[src/hw/psleb_defines.svh]
// Register offsets, field masks and reset values of the peripheral sleep-enable bank
`ifndef PSLEB_DEFINES_SVH
`define PSLEB_DEFINES_SVH

// ==========================================================
// Register map
`define PSLEB_OFS_SLEEP_EN2      12'h024
`define PSLEB_OFS_CLK_REQ2       12'h028
`define PSLEB_ADDR_W             12

// ==========================================================
// Field masks
`define PSLEB_SLEEP_RESET        32'h0000_0000
`define PSLEB_WRITE_MASK         32'h1FFF_FFF8
`define PSLEB_PERIPH_MASK        32'h1FFF_FE08
`define PSLEB_VENDOR_MASK        32'h0000_01F0
`define PSLEB_BIT_CRYPTO         28
`define PSLEB_BIT_RANDOM         27
`define PSLEB_BIT_PUBKEY         26

// ==========================================================
// Bus responses
`define PSLEB_RESP_OKAY          2'h0
`define PSLEB_RESP_SLVERR        2'h2

`endif

[src/hw/psleb_pkg.sv]
// Types shared by the peripheral sleep-enable bank
package psleb_pkg;
	typedef logic [31:0] psleb_word_t;
	typedef enum logic [1:0] {PSLEB_W_IDLE, PSLEB_W_RESP} psleb_wstate_t;
endpackage : psleb_pkg

[src/hw/psleb_gate_cell.sv]
// Per-peripheral clock gate request cell with registered output
`timescale 1ns/1ps
`default_nettype none
module psleb_gate_cell (
	input  wire logic aclk,
	input  wire logic aresetn,
	input  wire logic sleep_en,
	input  wire logic clk_req,
	output var  logic gate_off_ff
);
	// Gate only while sleep commanded and clock no longer required
	logic nxt_gate_off;
	assign nxt_gate_off = sleep_en & ~clk_req;

	// Registered gate request
	always_ff @(posedge aclk) begin
		if (!aresetn) begin
			gate_off_ff <= 1'b0;
		end else begin
			gate_off_ff <= nxt_gate_off;
		end
	end
endmodule : psleb_gate_cell
`default_nettype wire

[src/hw/psleb_top.sv]
// Peripheral sleep-enable bank with AXI4-Lite register slave
//
// Chosen here: register access over AXI4-Lite.
`timescale 1ns/1ps
`default_nettype none
`include "psleb_defines.svh"

module psleb_top (
	input  wire logic                      aclk,
	input  wire logic                      aresetn,
	input  wire logic [11:0]               s_axi_awaddr,
	input  wire logic                      s_axi_awvalid,
	output var  logic                      s_axi_awready,
	input  wire logic [31:0]               s_axi_wdata,
	input  wire logic [3:0]                s_axi_wstrb,
	input  wire logic                      s_axi_wvalid,
	output var  logic                      s_axi_wready,
	output var  logic [1:0]                s_axi_bresp,
	output var  logic                      s_axi_bvalid,
	input  wire logic                      s_axi_bready,
	input  wire logic [11:0]               s_axi_araddr,
	input  wire logic                      s_axi_arvalid,
	output var  logic                      s_axi_arready,
	output var  logic [31:0]               s_axi_rdata,
	output var  logic [1:0]                s_axi_rresp,
	output var  logic                      s_axi_rvalid,
	input  wire logic                      s_axi_rready,
	input  wire logic [31:0]               periph_clk_req,
	input  wire logic                      other_groups_asleep,
	output var  logic [31:0]               sleep_cmd_ff,
	output var  logic [31:0]               clk_gate_off_ff,
	output var  logic                      random_power_off_ff,
	output var  logic                      crypto_reg_block_ff,
	output var  logic                      pubkey_reg_block_ff,
	output var  logic                      sys_sleep_ok_ff
);
	// ==========================================================
	// Register storage
	psleb_pkg::psleb_word_t sleep_en_ff;
	psleb_pkg::psleb_word_t nxt_sleep_en;
	psleb_pkg::psleb_word_t clk_req_eff;
	psleb_pkg::psleb_wstate_t wstate_ff;
	logic                   aw_have_ff;
	logic                   w_have_ff;
	logic [11:0]            aw_addr_ff;
	logic [31:0]            w_data_ff;
	logic [3:0]             w_strb_ff;
	logic [11:0]            ar_addr_ff;
	logic                   ar_have_ff;

	// Byte-lane merge used for writes
	function automatic logic [31:0] psleb_merge(input logic [31:0] old_v, input logic [31:0] new_v,
		input logic [3:0] strb);
		logic [31:0] res;
		res = old_v;
		for (int i = 0; i < 4; i++) begin
			if (strb[i]) begin
				res[i*8 +: 8] = new_v[i*8 +: 8];
			end
		end
		return res;
	endfunction : psleb_merge

	// ==========================================================
	// Write channel decode
	logic aw_take;
	logic w_take;
	logic wr_fire;
	logic wr_hit;
	assign aw_take = s_axi_awvalid & s_axi_awready;
	assign w_take  = s_axi_wvalid & s_axi_wready;
	assign wr_fire = (wstate_ff == psleb_pkg::PSLEB_W_IDLE) & (aw_have_ff | aw_take) & (w_have_ff | w_take);
	logic [11:0] wr_addr;
	logic [31:0] wr_data;
	logic [3:0]  wr_strb;
	assign wr_addr = aw_take ? s_axi_awaddr : aw_addr_ff;
	assign wr_data = w_take ? s_axi_wdata : w_data_ff;
	assign wr_strb = w_take ? s_axi_wstrb : w_strb_ff;
	assign wr_hit  = (wr_addr[11:2] == 10'(`PSLEB_OFS_SLEEP_EN2 >> 2));
	// Only defined bits store; 31:29 and 2:0 read zero
	assign nxt_sleep_en = (wr_fire && wr_hit) ?
		(psleb_merge(sleep_en_ff, wr_data, wr_strb) & `PSLEB_WRITE_MASK) : sleep_en_ff;

	// Address and data captured in either order
	always_ff @(posedge aclk) begin
		if (!aresetn) begin
			aw_have_ff <= 1'b0;
			w_have_ff  <= 1'b0;
			aw_addr_ff <= 12'h000;
			w_data_ff  <= 32'h0000_0000;
			w_strb_ff  <= 4'h0;
		end else begin
			aw_have_ff <= wr_fire ? 1'b0 : (aw_have_ff | aw_take);
			w_have_ff  <= wr_fire ? 1'b0 : (w_have_ff | w_take);
			if (aw_take) begin
				aw_addr_ff <= s_axi_awaddr;
			end
			if (w_take) begin
				w_data_ff <= s_axi_wdata;
				w_strb_ff <= s_axi_wstrb;
			end
		end
	end

	// Write response state and the sleep register
	always_ff @(posedge aclk) begin
		if (!aresetn) begin
			wstate_ff     <= psleb_pkg::PSLEB_W_IDLE;
			s_axi_bvalid  <= 1'b0;
			s_axi_bresp   <= `PSLEB_RESP_OKAY;
			sleep_en_ff   <= `PSLEB_SLEEP_RESET;
		end else begin
			sleep_en_ff <= nxt_sleep_en;
			unique case (wstate_ff)
				psleb_pkg::PSLEB_W_IDLE: begin
					if (wr_fire) begin
						wstate_ff    <= psleb_pkg::PSLEB_W_RESP;
						s_axi_bvalid <= 1'b1;
						s_axi_bresp  <= wr_hit ? `PSLEB_RESP_OKAY : `PSLEB_RESP_SLVERR;
					end
				end
				psleb_pkg::PSLEB_W_RESP: begin
					if (s_axi_bready) begin
						wstate_ff    <= psleb_pkg::PSLEB_W_IDLE;
						s_axi_bvalid <= 1'b0;
					end
				end
			endcase
		end
	end

	// Ready while the holding slot is empty and no response pending
	always_ff @(posedge aclk) begin
		if (!aresetn) begin
			s_axi_awready <= 1'b0;
			s_axi_wready  <= 1'b0;
		end else begin
			s_axi_awready <= ~(aw_have_ff | aw_take) & ~wr_fire & (wstate_ff == psleb_pkg::PSLEB_W_IDLE)
				& ~(s_axi_bvalid & ~s_axi_bready);
			s_axi_wready  <= ~(w_have_ff | w_take) & ~wr_fire & (wstate_ff == psleb_pkg::PSLEB_W_IDLE)
				& ~(s_axi_bvalid & ~s_axi_bready);
		end
	end

	// ==========================================================
	// Read channel
	logic ar_take;
	logic rd_sleep_hit;
	logic rd_req_hit;
	assign ar_take      = s_axi_arvalid & s_axi_arready;
	assign rd_sleep_hit = (ar_addr_ff[11:2] == 10'(`PSLEB_OFS_SLEEP_EN2 >> 2));
	assign rd_req_hit   = (ar_addr_ff[11:2] == 10'(`PSLEB_OFS_CLK_REQ2 >> 2));
	// Random source drops its request once powered off; only defined bits show
	assign clk_req_eff  = periph_clk_req & `PSLEB_PERIPH_MASK
		& ~({31'h0, random_power_off_ff} << `PSLEB_BIT_RANDOM);

	// Read address accept, then data one cycle later
	always_ff @(posedge aclk) begin
		if (!aresetn) begin
			s_axi_arready <= 1'b0;
			ar_have_ff    <= 1'b0;
			ar_addr_ff    <= 12'h000;
			s_axi_rvalid  <= 1'b0;
			s_axi_rdata   <= 32'h0000_0000;
			s_axi_rresp   <= `PSLEB_RESP_OKAY;
		end else begin
			s_axi_arready <= ~ar_have_ff & ~ar_take & ~s_axi_rvalid;
			if (ar_take) begin
				ar_addr_ff <= s_axi_araddr;
				ar_have_ff <= 1'b1;
			end else if (ar_have_ff) begin
				ar_have_ff   <= 1'b0;
				s_axi_rvalid <= 1'b1;
				s_axi_rresp  <= (rd_sleep_hit | rd_req_hit) ? `PSLEB_RESP_OKAY : `PSLEB_RESP_SLVERR;
				s_axi_rdata  <= rd_sleep_hit ? sleep_en_ff : (rd_req_hit ? clk_req_eff : 32'h0000_0000);
			end else if (s_axi_rvalid && s_axi_rready) begin
				s_axi_rvalid <= 1'b0;
			end
		end
	end

	// ==========================================================
	// Peripheral control outputs
	logic all_asleep;
	logic none_req;
	assign all_asleep = ((sleep_en_ff & `PSLEB_PERIPH_MASK) == `PSLEB_PERIPH_MASK) & other_groups_asleep;
	assign none_req   = (clk_req_eff == 32'h0000_0000);

	always_ff @(posedge aclk) begin
		if (!aresetn) begin
			sleep_cmd_ff        <= 32'h0000_0000;
			random_power_off_ff <= 1'b0;
			crypto_reg_block_ff <= 1'b0;
			pubkey_reg_block_ff <= 1'b0;
			sys_sleep_ok_ff     <= 1'b0;
		end else begin
			sleep_cmd_ff        <= sleep_en_ff & `PSLEB_PERIPH_MASK;
			random_power_off_ff <= sleep_en_ff[`PSLEB_BIT_RANDOM];
			// Register interface blocked once engine actually asleep
			crypto_reg_block_ff <= sleep_en_ff[`PSLEB_BIT_CRYPTO] & ~periph_clk_req[`PSLEB_BIT_CRYPTO];
			pubkey_reg_block_ff <= sleep_en_ff[`PSLEB_BIT_PUBKEY] & ~periph_clk_req[`PSLEB_BIT_PUBKEY];
			sys_sleep_ok_ff     <= all_asleep & none_req;
		end
	end

	// Only peripheral bits may gate; vendor storage bits never do
	psleb_pkg::psleb_word_t gate_sleep;
	assign gate_sleep = sleep_en_ff & `PSLEB_PERIPH_MASK;

	// One gate cell per bit; cells on undefined bits stay open
	for (genvar g = 0; g < 32; g++) begin : g_gate
		psleb_gate_cell u_cell (
			.aclk        (aclk),
			.aresetn     (aresetn),
			.sleep_en    (gate_sleep[g]),
			.clk_req     (clk_req_eff[g]),
			.gate_off_ff (clk_gate_off_ff[g])
		);
	end

	// ==========================================================
	// Checks
	property p_rst_zero;
		@(posedge aclk) $fell(aresetn) |=> (sleep_en_ff == 32'h0000_0000);
	endproperty
	a_rst_zero: assert property (p_rst_zero) else $error("sleep register not cleared by reset");
	property p_crypto_block;
		@(posedge aclk) disable iff (!aresetn)
		(sleep_en_ff[28] && !periph_clk_req[28]) |=> crypto_reg_block_ff;
	endproperty
	a_crypto_block: assert property (p_crypto_block) else $error("crypto registers not blocked");
	property p_pubkey_block;
		@(posedge aclk) disable iff (!aresetn) !sleep_en_ff[26] |=> !pubkey_reg_block_ff;
	endproperty
	a_pubkey_block: assert property (p_pubkey_block) else $error("pubkey blocked while awake");
	property p_random_off;
		@(posedge aclk) disable iff (!aresetn) $rose(sleep_en_ff[27]) |=> random_power_off_ff ##1 !clk_req_eff[27];
	endproperty
	a_random_off: assert property (p_random_off) else $error("random source not powered off");
	property p_cmd_hi;
		@(posedge aclk) disable iff (!aresetn) 1'b1 |=> (sleep_cmd_ff[25:16] == $past(sleep_en_ff[25:16]));
	endproperty
	a_cmd_hi: assert property (p_cmd_hi) else $error("sleep command 25..16 wrong");
	property p_cmd_lo;
		@(posedge aclk) disable iff (!aresetn)
		1'b1 |=> (sleep_cmd_ff[15:0] == ($past(sleep_en_ff[15:0]) & 16'hFE08));
	endproperty
	a_cmd_lo: assert property (p_cmd_lo) else $error("sleep command 15..3 wrong");
	property p_vendor_store;
		@(posedge aclk) disable iff (!aresetn)
		(wr_fire && wr_hit && wr_strb[1:0] == 2'h3) |=> (sleep_en_ff[8:4] == $past(wr_data[8:4]));
	endproperty
	a_vendor_store: assert property (p_vendor_store) else $error("vendor bits not stored");
	property p_sys_sleep;
		@(posedge aclk) disable iff (!aresetn) sys_sleep_ok_ff |-> $past(none_req && all_asleep);
	endproperty
	a_sys_sleep: assert property (p_sys_sleep) else $error("system sleep allowed early");
	property p_req_read;
		@(posedge aclk) disable iff (!aresetn)
		(ar_have_ff && rd_req_hit) |=> (s_axi_rvalid && s_axi_rdata == $past(clk_req_eff));
	endproperty
	a_req_read: assert property (p_req_read) else $error("clock-required read wrong");
	property p_gate;
		@(posedge aclk) disable iff (!aresetn) !sleep_en_ff[9] |=> !clk_gate_off_ff[9];
	endproperty
	a_gate: assert property (p_gate) else $error("clock gated while awake");

	// Storage, status and gating checks; random power-off and gate restore check one bit each
	property p_reserved_zero;
		@(posedge aclk) disable iff (!aresetn)
		(sleep_en_ff[31:29] == 3'h0) && (sleep_en_ff[2:0] == 3'h0);
	endproperty
	a_reserved_zero: assert property (p_reserved_zero) else $error("reserved sleep bits not zero");
	property p_status_ro;
		@(posedge aclk) disable iff (!aresetn)
		(wr_fire && !wr_hit) |=> (s_axi_bvalid && s_axi_bresp == `PSLEB_RESP_SLVERR && $stable(sleep_en_ff));
	endproperty
	a_status_ro: assert property (p_status_ro) else $error("refused write changed state");
	property p_random_follow;
		@(posedge aclk) disable iff (!aresetn)
		1'b1 |=> (random_power_off_ff == $past(sleep_en_ff[`PSLEB_BIT_RANDOM]));
	endproperty
	a_random_follow: assert property (p_random_follow) else $error("random power-off late");
	property p_gate_word;
		@(posedge aclk) disable iff (!aresetn)
		1'b1 |=> (clk_gate_off_ff == $past(sleep_en_ff & `PSLEB_PERIPH_MASK & ~clk_req_eff));
	endproperty
	a_gate_word: assert property (p_gate_word) else $error("clock gate word wrong");
	property p_gate_restore;
		@(posedge aclk) disable iff (!aresetn)
		$fell(sleep_en_ff[28]) |=> !clk_gate_off_ff[28];
	endproperty
	a_gate_restore: assert property (p_gate_restore) else $error("clock not restored on wake");

	// Scenario covers
	c_write: cover property (@(posedge aclk) disable iff (!aresetn) wr_fire && wr_hit);
	c_read: cover property (@(posedge aclk) disable iff (!aresetn) s_axi_rvalid && s_axi_rready);
	c_sleep: cover property (@(posedge aclk) disable iff (!aresetn) sys_sleep_ok_ff);
	c_random_off: cover property (@(posedge aclk) disable iff (!aresetn) $rose(random_power_off_ff));
	c_refused: cover property (@(posedge aclk) disable iff (!aresetn) s_axi_bvalid && s_axi_bresp == 2'h2);
endmodule : psleb_top
`default_nettype wire

[config.mk]
export PLATFORM = sky130hd
export DESIGN_NAME = psleb_top
export DESIGN_NICKNAME = d
export VERILOG_FILES = /design/src/hw/psleb_pkg.sv /design/src/hw/psleb_gate_cell.sv /design/src/hw/psleb_top.sv
export VERILOG_INCLUDE_DIRS = /design/src /design/src/hw
export SDC_FILE = /design/constraint.sdc
export NUM_CORES = 1
export LEC_CHECK = 0
export BUFFER_PORTS_ARGS = -buffer_cell sky130_fd_sc_hd__buf_2
export CORE_MARGIN = 4
export CORE_UTILIZATION = 25
export DETAILED_ROUTE_END_ITERATION = 7
export SLEW_MARGIN = 10
export SYNTH_ARGS = -nofsm -noshare
export SYNTH_HDL_FRONTEND = slang
export SYNTH_SLANG_ARGS = --single-unit
[constraint.sdc]
create_clock -name aclk -period 1.7 [get_ports aclk]
set_input_delay 0.17 -clock aclk [delete_from_list [all_inputs] [get_ports aclk]]
set_output_delay 0.17 -clock aclk [all_outputs]
set_load 0.01 [all_outputs]
==> flow_summary.ini, run 1 <==
[synthesis]
synth_warnings = 0
synth_top_cell_by_area = dfxtp_1
async_reset_ff_frac = 0
synth_edf_count = 0
ys.flop_type = dfxtp_1
synth_cell_type_count = 45
seq_area_frac_synth = 0.506
synth.most_common_cell = dfxtp_1
synth_commonest_cells = dfxtp_1, nand2_1, a21boi_0, buf_4, nand3_1
netlist_instances = 617
synth_top_cell_area_share = 0.506
avgSynthCellArea_um2 = 9.94
synth_seq_cells = 155
syn_area_um2 = 6130
ys_top_cells_by_area = dfxtp_1, a21boi_0, buf_4

[power]
power-per-cell-area_nw_per_um2 = 960
vdd_drop_max_uv = 532
p_leak_uw = 0.00381
p_total_uw = 8280

[detailed_routing]
dr.pass1.iters = 4
drc = 0
drtIter0Drc = 234
vias_per_cell = 4.35
post_drt_wl_per_cell_um = 17.0
antenna_left = 0
wl_um = 19500
routed-via-count = 4968

[floorplan]
fp.dieW_um = 165
core_um2 = 24200
start_util = 0.253
dieArea_um2 = 27100
die_y_um = 165
rows = 57
io_pins = 209

[critical_path]
max_stage_delay_ns = 0.37
critPathKind = reg2reg
slowest_stage = a221oi_4
worstPathRequired_ns = 2.00
critPathTopFamily = simple AND/OR/NAND/NOR gates
end_kind = register
crit_buf_inv = 1
cp.arrival_ns = 2.14
crit_chain = nor4b_4, nand4b_4, a221oi_4, buf_12, mux2_4
cp-start-kind = register
cp_max_fo = 8

[global_routing]
grt_max_degree = 43
grt_overflow_total = 0
antenna_found_initial = 1
grt_pass1_vias = 4854
grtUsageTotal = 0.138
grt_pass1_wl_um = 28100

[clock_tree]
numClockSinks = 155
cts_tree = built
cts_buffer_depth = 2
htreeDepth = 4
clk_pin_slew_ns = 0.06
insertion_delay_ns = 0.42
cts_buffers = 17
clockRootBuffer = clkbuf_16

[place]
hpwl_um = 13800
placed_cell_area_um2 = 7340
portBuffers = 157
place.gp.congestion = 0.826

[layout]
insertedDiodeCount = 0
design_area_um2 = 8620
syn_to_final_growth_pct = 40.5
fill_cells = 2522
fin_nets = 906
drive_above_1_share = 0.386
final_util = 0.355

[sta]
drv_slew = 0
hold_viol_final = 0
finClkSkew_ns = 0.0101
fmax_mhz = 545
setup_slack_ns = -0.134
finalSetupViolCount = 51
rsz0062_at_grt = yes
fin_crit_ns = 1.83
fin_crit_sh = 1.08

[outcome]
violations = negative setup slack
status = finished, violations left

[hold_path]
min_path_type = in2reg

[run]
maxCapViolations = 0
[per-stage QoR]
stage / TNS, ns / setup WS, ns / cells / hold slack (ns)
after floorplan: -1.79 / -0.0937 / 646 / 0.242
after global placement: -4.46 / -0.194 / 1079 / 0.386
after detailed placement: -4.75 / -0.199 / 1079 / 0.392
after CTS: -5.16 / -0.155 / 1138 / 0.00243
after global routing: -7.60 / -0.193 / 1143 / 0.0151
final: -4.06 / -0.134 / 1143 / 0.0270
[registers in the layout, indices dropped and copies added, names as in the netlist, 4 cells and up]
name,count
w_strb_ff,4
s_axi_rdata,26
sleep_en_ff,26
ar_addr_ff,10
w_data_ff,26
aw_addr_ff,10
g_gate.u_cell.gate_off_ff,19
sleep_cmd_ff,21
[area by class of cell]
type                            count  area, um^2  share of cell area
Tap cell                          324         405              0.0470
Clock inverter                     12         126              0.0147
Sequential cell                   155        3110               0.361
Multi-Input combinational cell    400        2890               0.335
Inverter                            2        7.51            0.000871
Clock buffer                       20         457              0.0530
Timing Repair Buffer              230        1620               0.188
[cells by family after synthesis]
group / after synthesis / synth area share
AO/OA/AOI/OAI: 118 / 0.148
XOR/XNOR: 1 / 0.00143
buffers and inverters: 91 / 0.0916
flip-flops: 155 / 0.506
multiplexers: 26 / 0.0477
other: 1 / 0.000611
AND/OR/NAND/NOR: 225 / 0.204
[layout by cell type (no fill, tap or decap), types with 19 or more instances in the layout]
cell type and n:
a21boi_0 51, a221oi_2 21, and2_1 29, buf_2 156, buf_4 33, clkbuf_16 19, conb_1 30, dfxtp_1 149
dlygate4sd3_1 20, mux2_4 26, nand2_1 81, nand3_1 31, nor2_1 24, o21ai_0 23
[report_power, final]
group	internal [uW]	switching (uW)
registers	3740	57.8
clock network	2140	1640
logic	317	391
[per-layer routing]
| metal | vias up | track usage | share of wire |
|---|---|---|---|
| li1 | 2448 | - | - |
| met1 | 2340 | 0.160 | 0.41 |
| met3 | 16 | 0.0422 | 0.070 |
| met4 | 2 | 0.0412 | 0.013 |
| met5 | - | 0 | 0.00067 |
| met2 | 162 | 0.245 | 0.51 |
[timing repair]
action	4_1_cts	5_1_grt
pin swaps	17	24
resized for setup	44	26
endpoints found under the setup margin	51	52
cloned	3	3
buffers inserted	4	4
hold buffers	20	0
endpoints found under the hold margin	20	0
[worst paths after layout]
| check | end | slack [ns] | cells after the start | from |
|---|---|---|---|---|
| setup / recovery | sleep_en_ff[8] | -0.13 | 5 | aw_addr_ff[6] |
| hold / removal | aw_addr_ff[10] | 0.03 | 3 | s_axi_awaddr[10] |
| setup reg to reg | sleep_en_ff[8] | -0.13 | 5 | aw_addr_ff[6] |
| hold reg to reg | s_axi_wready | 0.41 | 1 | w_have_ff |
[worst min-delay path, delay by kind of cell]
kind,cells,cell delay (ns)
buffers and inverters,1,0.11
AND/OR/NAND/NOR,1,0.05
AO/OA/AOI/OAI,1,0.06
No activity file was read; power rests on OpenSTA's default activity.
==> run 2: changes to the inputs <==
--- a/config.mk
+++ b/config.mk
@@ -9,6 +9,7 @@
 export BUFFER_PORTS_ARGS = -buffer_cell sky130_fd_sc_hd__buf_2
 export CORE_MARGIN = 4
 export CORE_UTILIZATION = 25
+export CTS_BUF_LIST = sky130_fd_sc_hd__clkbuf_4
 export DETAILED_ROUTE_END_ITERATION = 7
 export SLEW_MARGIN = 10
 export SYNTH_ARGS = -nofsm -noshare
==> flow_summary.ini, run 2 (synthesis gave the netlist of run 1 again) <==
[outcome]
status = finished, violations left
violations = negative setup slack

[detailed_routing]
drc = 0
wl_um = 19600
antenna_left = 0
vias_per_cell = 4.29
drtIter0Drc = 236
dr.pass1.iters = 4
post_drt_wl_per_cell_um = 16.3
routed-via-count = 5170

[power]
power-per-cell-area_nw_per_um2 = 760
clkPwrFrac = 0.324
switching_share = 0.281
vdd_drop_max_uv = 487
pwr-share-comb = 0.121
p_total_uw = 6830
p_sw_uw = 1920
p_int_uw = 4910
p_leak_uw = 0.00393
p_seq_frac = 0.556

[sta]
hold_viol_final = 0
drv_slew = 0
fin_crit_ns = 1.84
finClkSkew_ns = 0.0212
rsz0062_at_grt = yes
setup_slack_ns = -0.139
fmax_mhz = 544
fin_crit_sh = 1.08
fin_hold_ws_ns = 0.0880
finalSetupViolCount = 51

[layout]
drive_above_1_share = 0.364
final_cell_mix = buf_2, dfxtp_1, dlygate4sd3_1
layout.cells.non_filler = 1206
final_util = 0.370
design_area_um2 = 8980
reg_top3 = s_axi_rdata (26), sleep_en_ff (26), w_data_ff (26)
syn_to_final_growth_pct = 46.5
fin_nets = 968
final_common_cell = buf_2
fill_cells = 2515

[floorplan]
die_y_um = 165
start_util = 0.253
fp.dieW_um = 165
dieArea_um2 = 27100
core_um2 = 24200
rows = 57
io_pins = 209

[critical_path]
crit_chain = nor4b_4, nand4b_4, a221oi_4, buf_12, mux2_4
startpoint = aw_addr_ff[6]
end_kind = register
cp.arrival_ns = 2.28
slowest_stage = dfxtp_2
rr_worst_depth = 5
worstPathRequired_ns = 2.14
cp-start-kind = register
cp_max_fo = 8
r2r_start = aw_addr_ff[6]
critPathKind = reg2reg
crit_end = sleep_en_ff[8]
reg2reg_slack_ns = -0.14
crit_cells = 5
critPathTopFamily = simple AND/OR/NAND/NOR gates
crit_buf_inv = 1
max_stage_delay_ns = 0.36
r2r_end = sleep_en_ff[8]

[clock_tree]
htreeDepth = 4
clk_pin_slew_ns = 0.14
cts_tree = built
cts_buffers = 17
numClockSinks = 155
insertion_delay_ns = 0.56
cts_buffer_depth = 2
clockRootBuffer = clkbuf_4

[hold_path]
holdPathStages = 3
min_path_type = in2reg

[place]
place.gp.congestion = 0.826
portBuffers = 157
hpwl_um = 13800
placed_cell_area_um2 = 7340
dp_cells = 1079

[global_routing]
grt_pass1_vias = 5246
antenna_found_initial = 0
grt_pass1_wl_um = 29300
grtUsageTotal = 0.143
grt_max_degree = 43
grt_overflow_total = 0

[run]
maxCapViolations = 0
run 2: metrics by stage:
step                      setup slack [ns]  TNS [ns]
after floorplan                    -0.0937     -1.79
after global routing                -0.219     -7.68
after detailed placement            -0.199     -4.75
final                               -0.139     -4.09
after CTS                           -0.166     -5.97
after global placement              -0.194     -4.46
run 2: final cells by class:
class                      count  area [um^2]  area share
inverter                       2         7.51    0.000836
multi-input combinational    400         2920       0.325
clock inverter                14          134      0.0149
antenna                        1         2.50    0.000279
timing repair buffer         292         2260       0.252
clock buffer                  18          135      0.0150
tap                          324          405      0.0451
sequential                   155         3120       0.347
run 2: power groups by stage:
stage	Sequential, uW	Combinational [uW]	Clock, uW
global route	3810	908	2470
global placement	3870	635	0
detailed placement	3870	638	0
floorplan	3870	390	0
finish	3800	825	2210
CTS	3800	816	2330
run 2: worst min path at each step:
stage                       start                            end  slack (ns)
2_1_floorplan  periph_clk_req[23]  g_gate[23].u_cell.gate_off_ff        0.24
6_report             s_axi_wvalid                   w_strb_ff[0]        0.09
4_1_cts              s_axi_wvalid                   w_strb_ff[0]        0.01
3_5_place_dp   periph_clk_req[23]  g_gate[23].u_cell.gate_off_ff        0.39
5_1_grt              s_axi_wvalid                   w_strb_ff[3]        0.06
3_3_place_gp   periph_clk_req[23]  g_gate[23].u_cell.gate_off_ff        0.39
run 2: repair_timing:
item                                    4_1_cts  5_1_grt
endpoints found under the hold margin        97        0
cloned                                        5        1
pin swaps                                    17       25
hold buffers                                 85        0
buffers inserted                              6        1
gates resized for setup                      54       24
endpoints found under the setup margin       51       55
run 2: worst min-delay path: cells and delay by family:
family                 cells  cell delay (ns)
buffers and inverters      1             0.19
AO/OA/AOI/OAI              2             0.24
run 2: layer usage:
metal	global-route usage	vias to the layer above	part of all wire
met1	0.167	2428	0.42
met3	0.0419	11	0.065
li1	-	2577	-
met2	0.256	154	0.51
met5	0	-	0
met4	0.0382	0	0.010
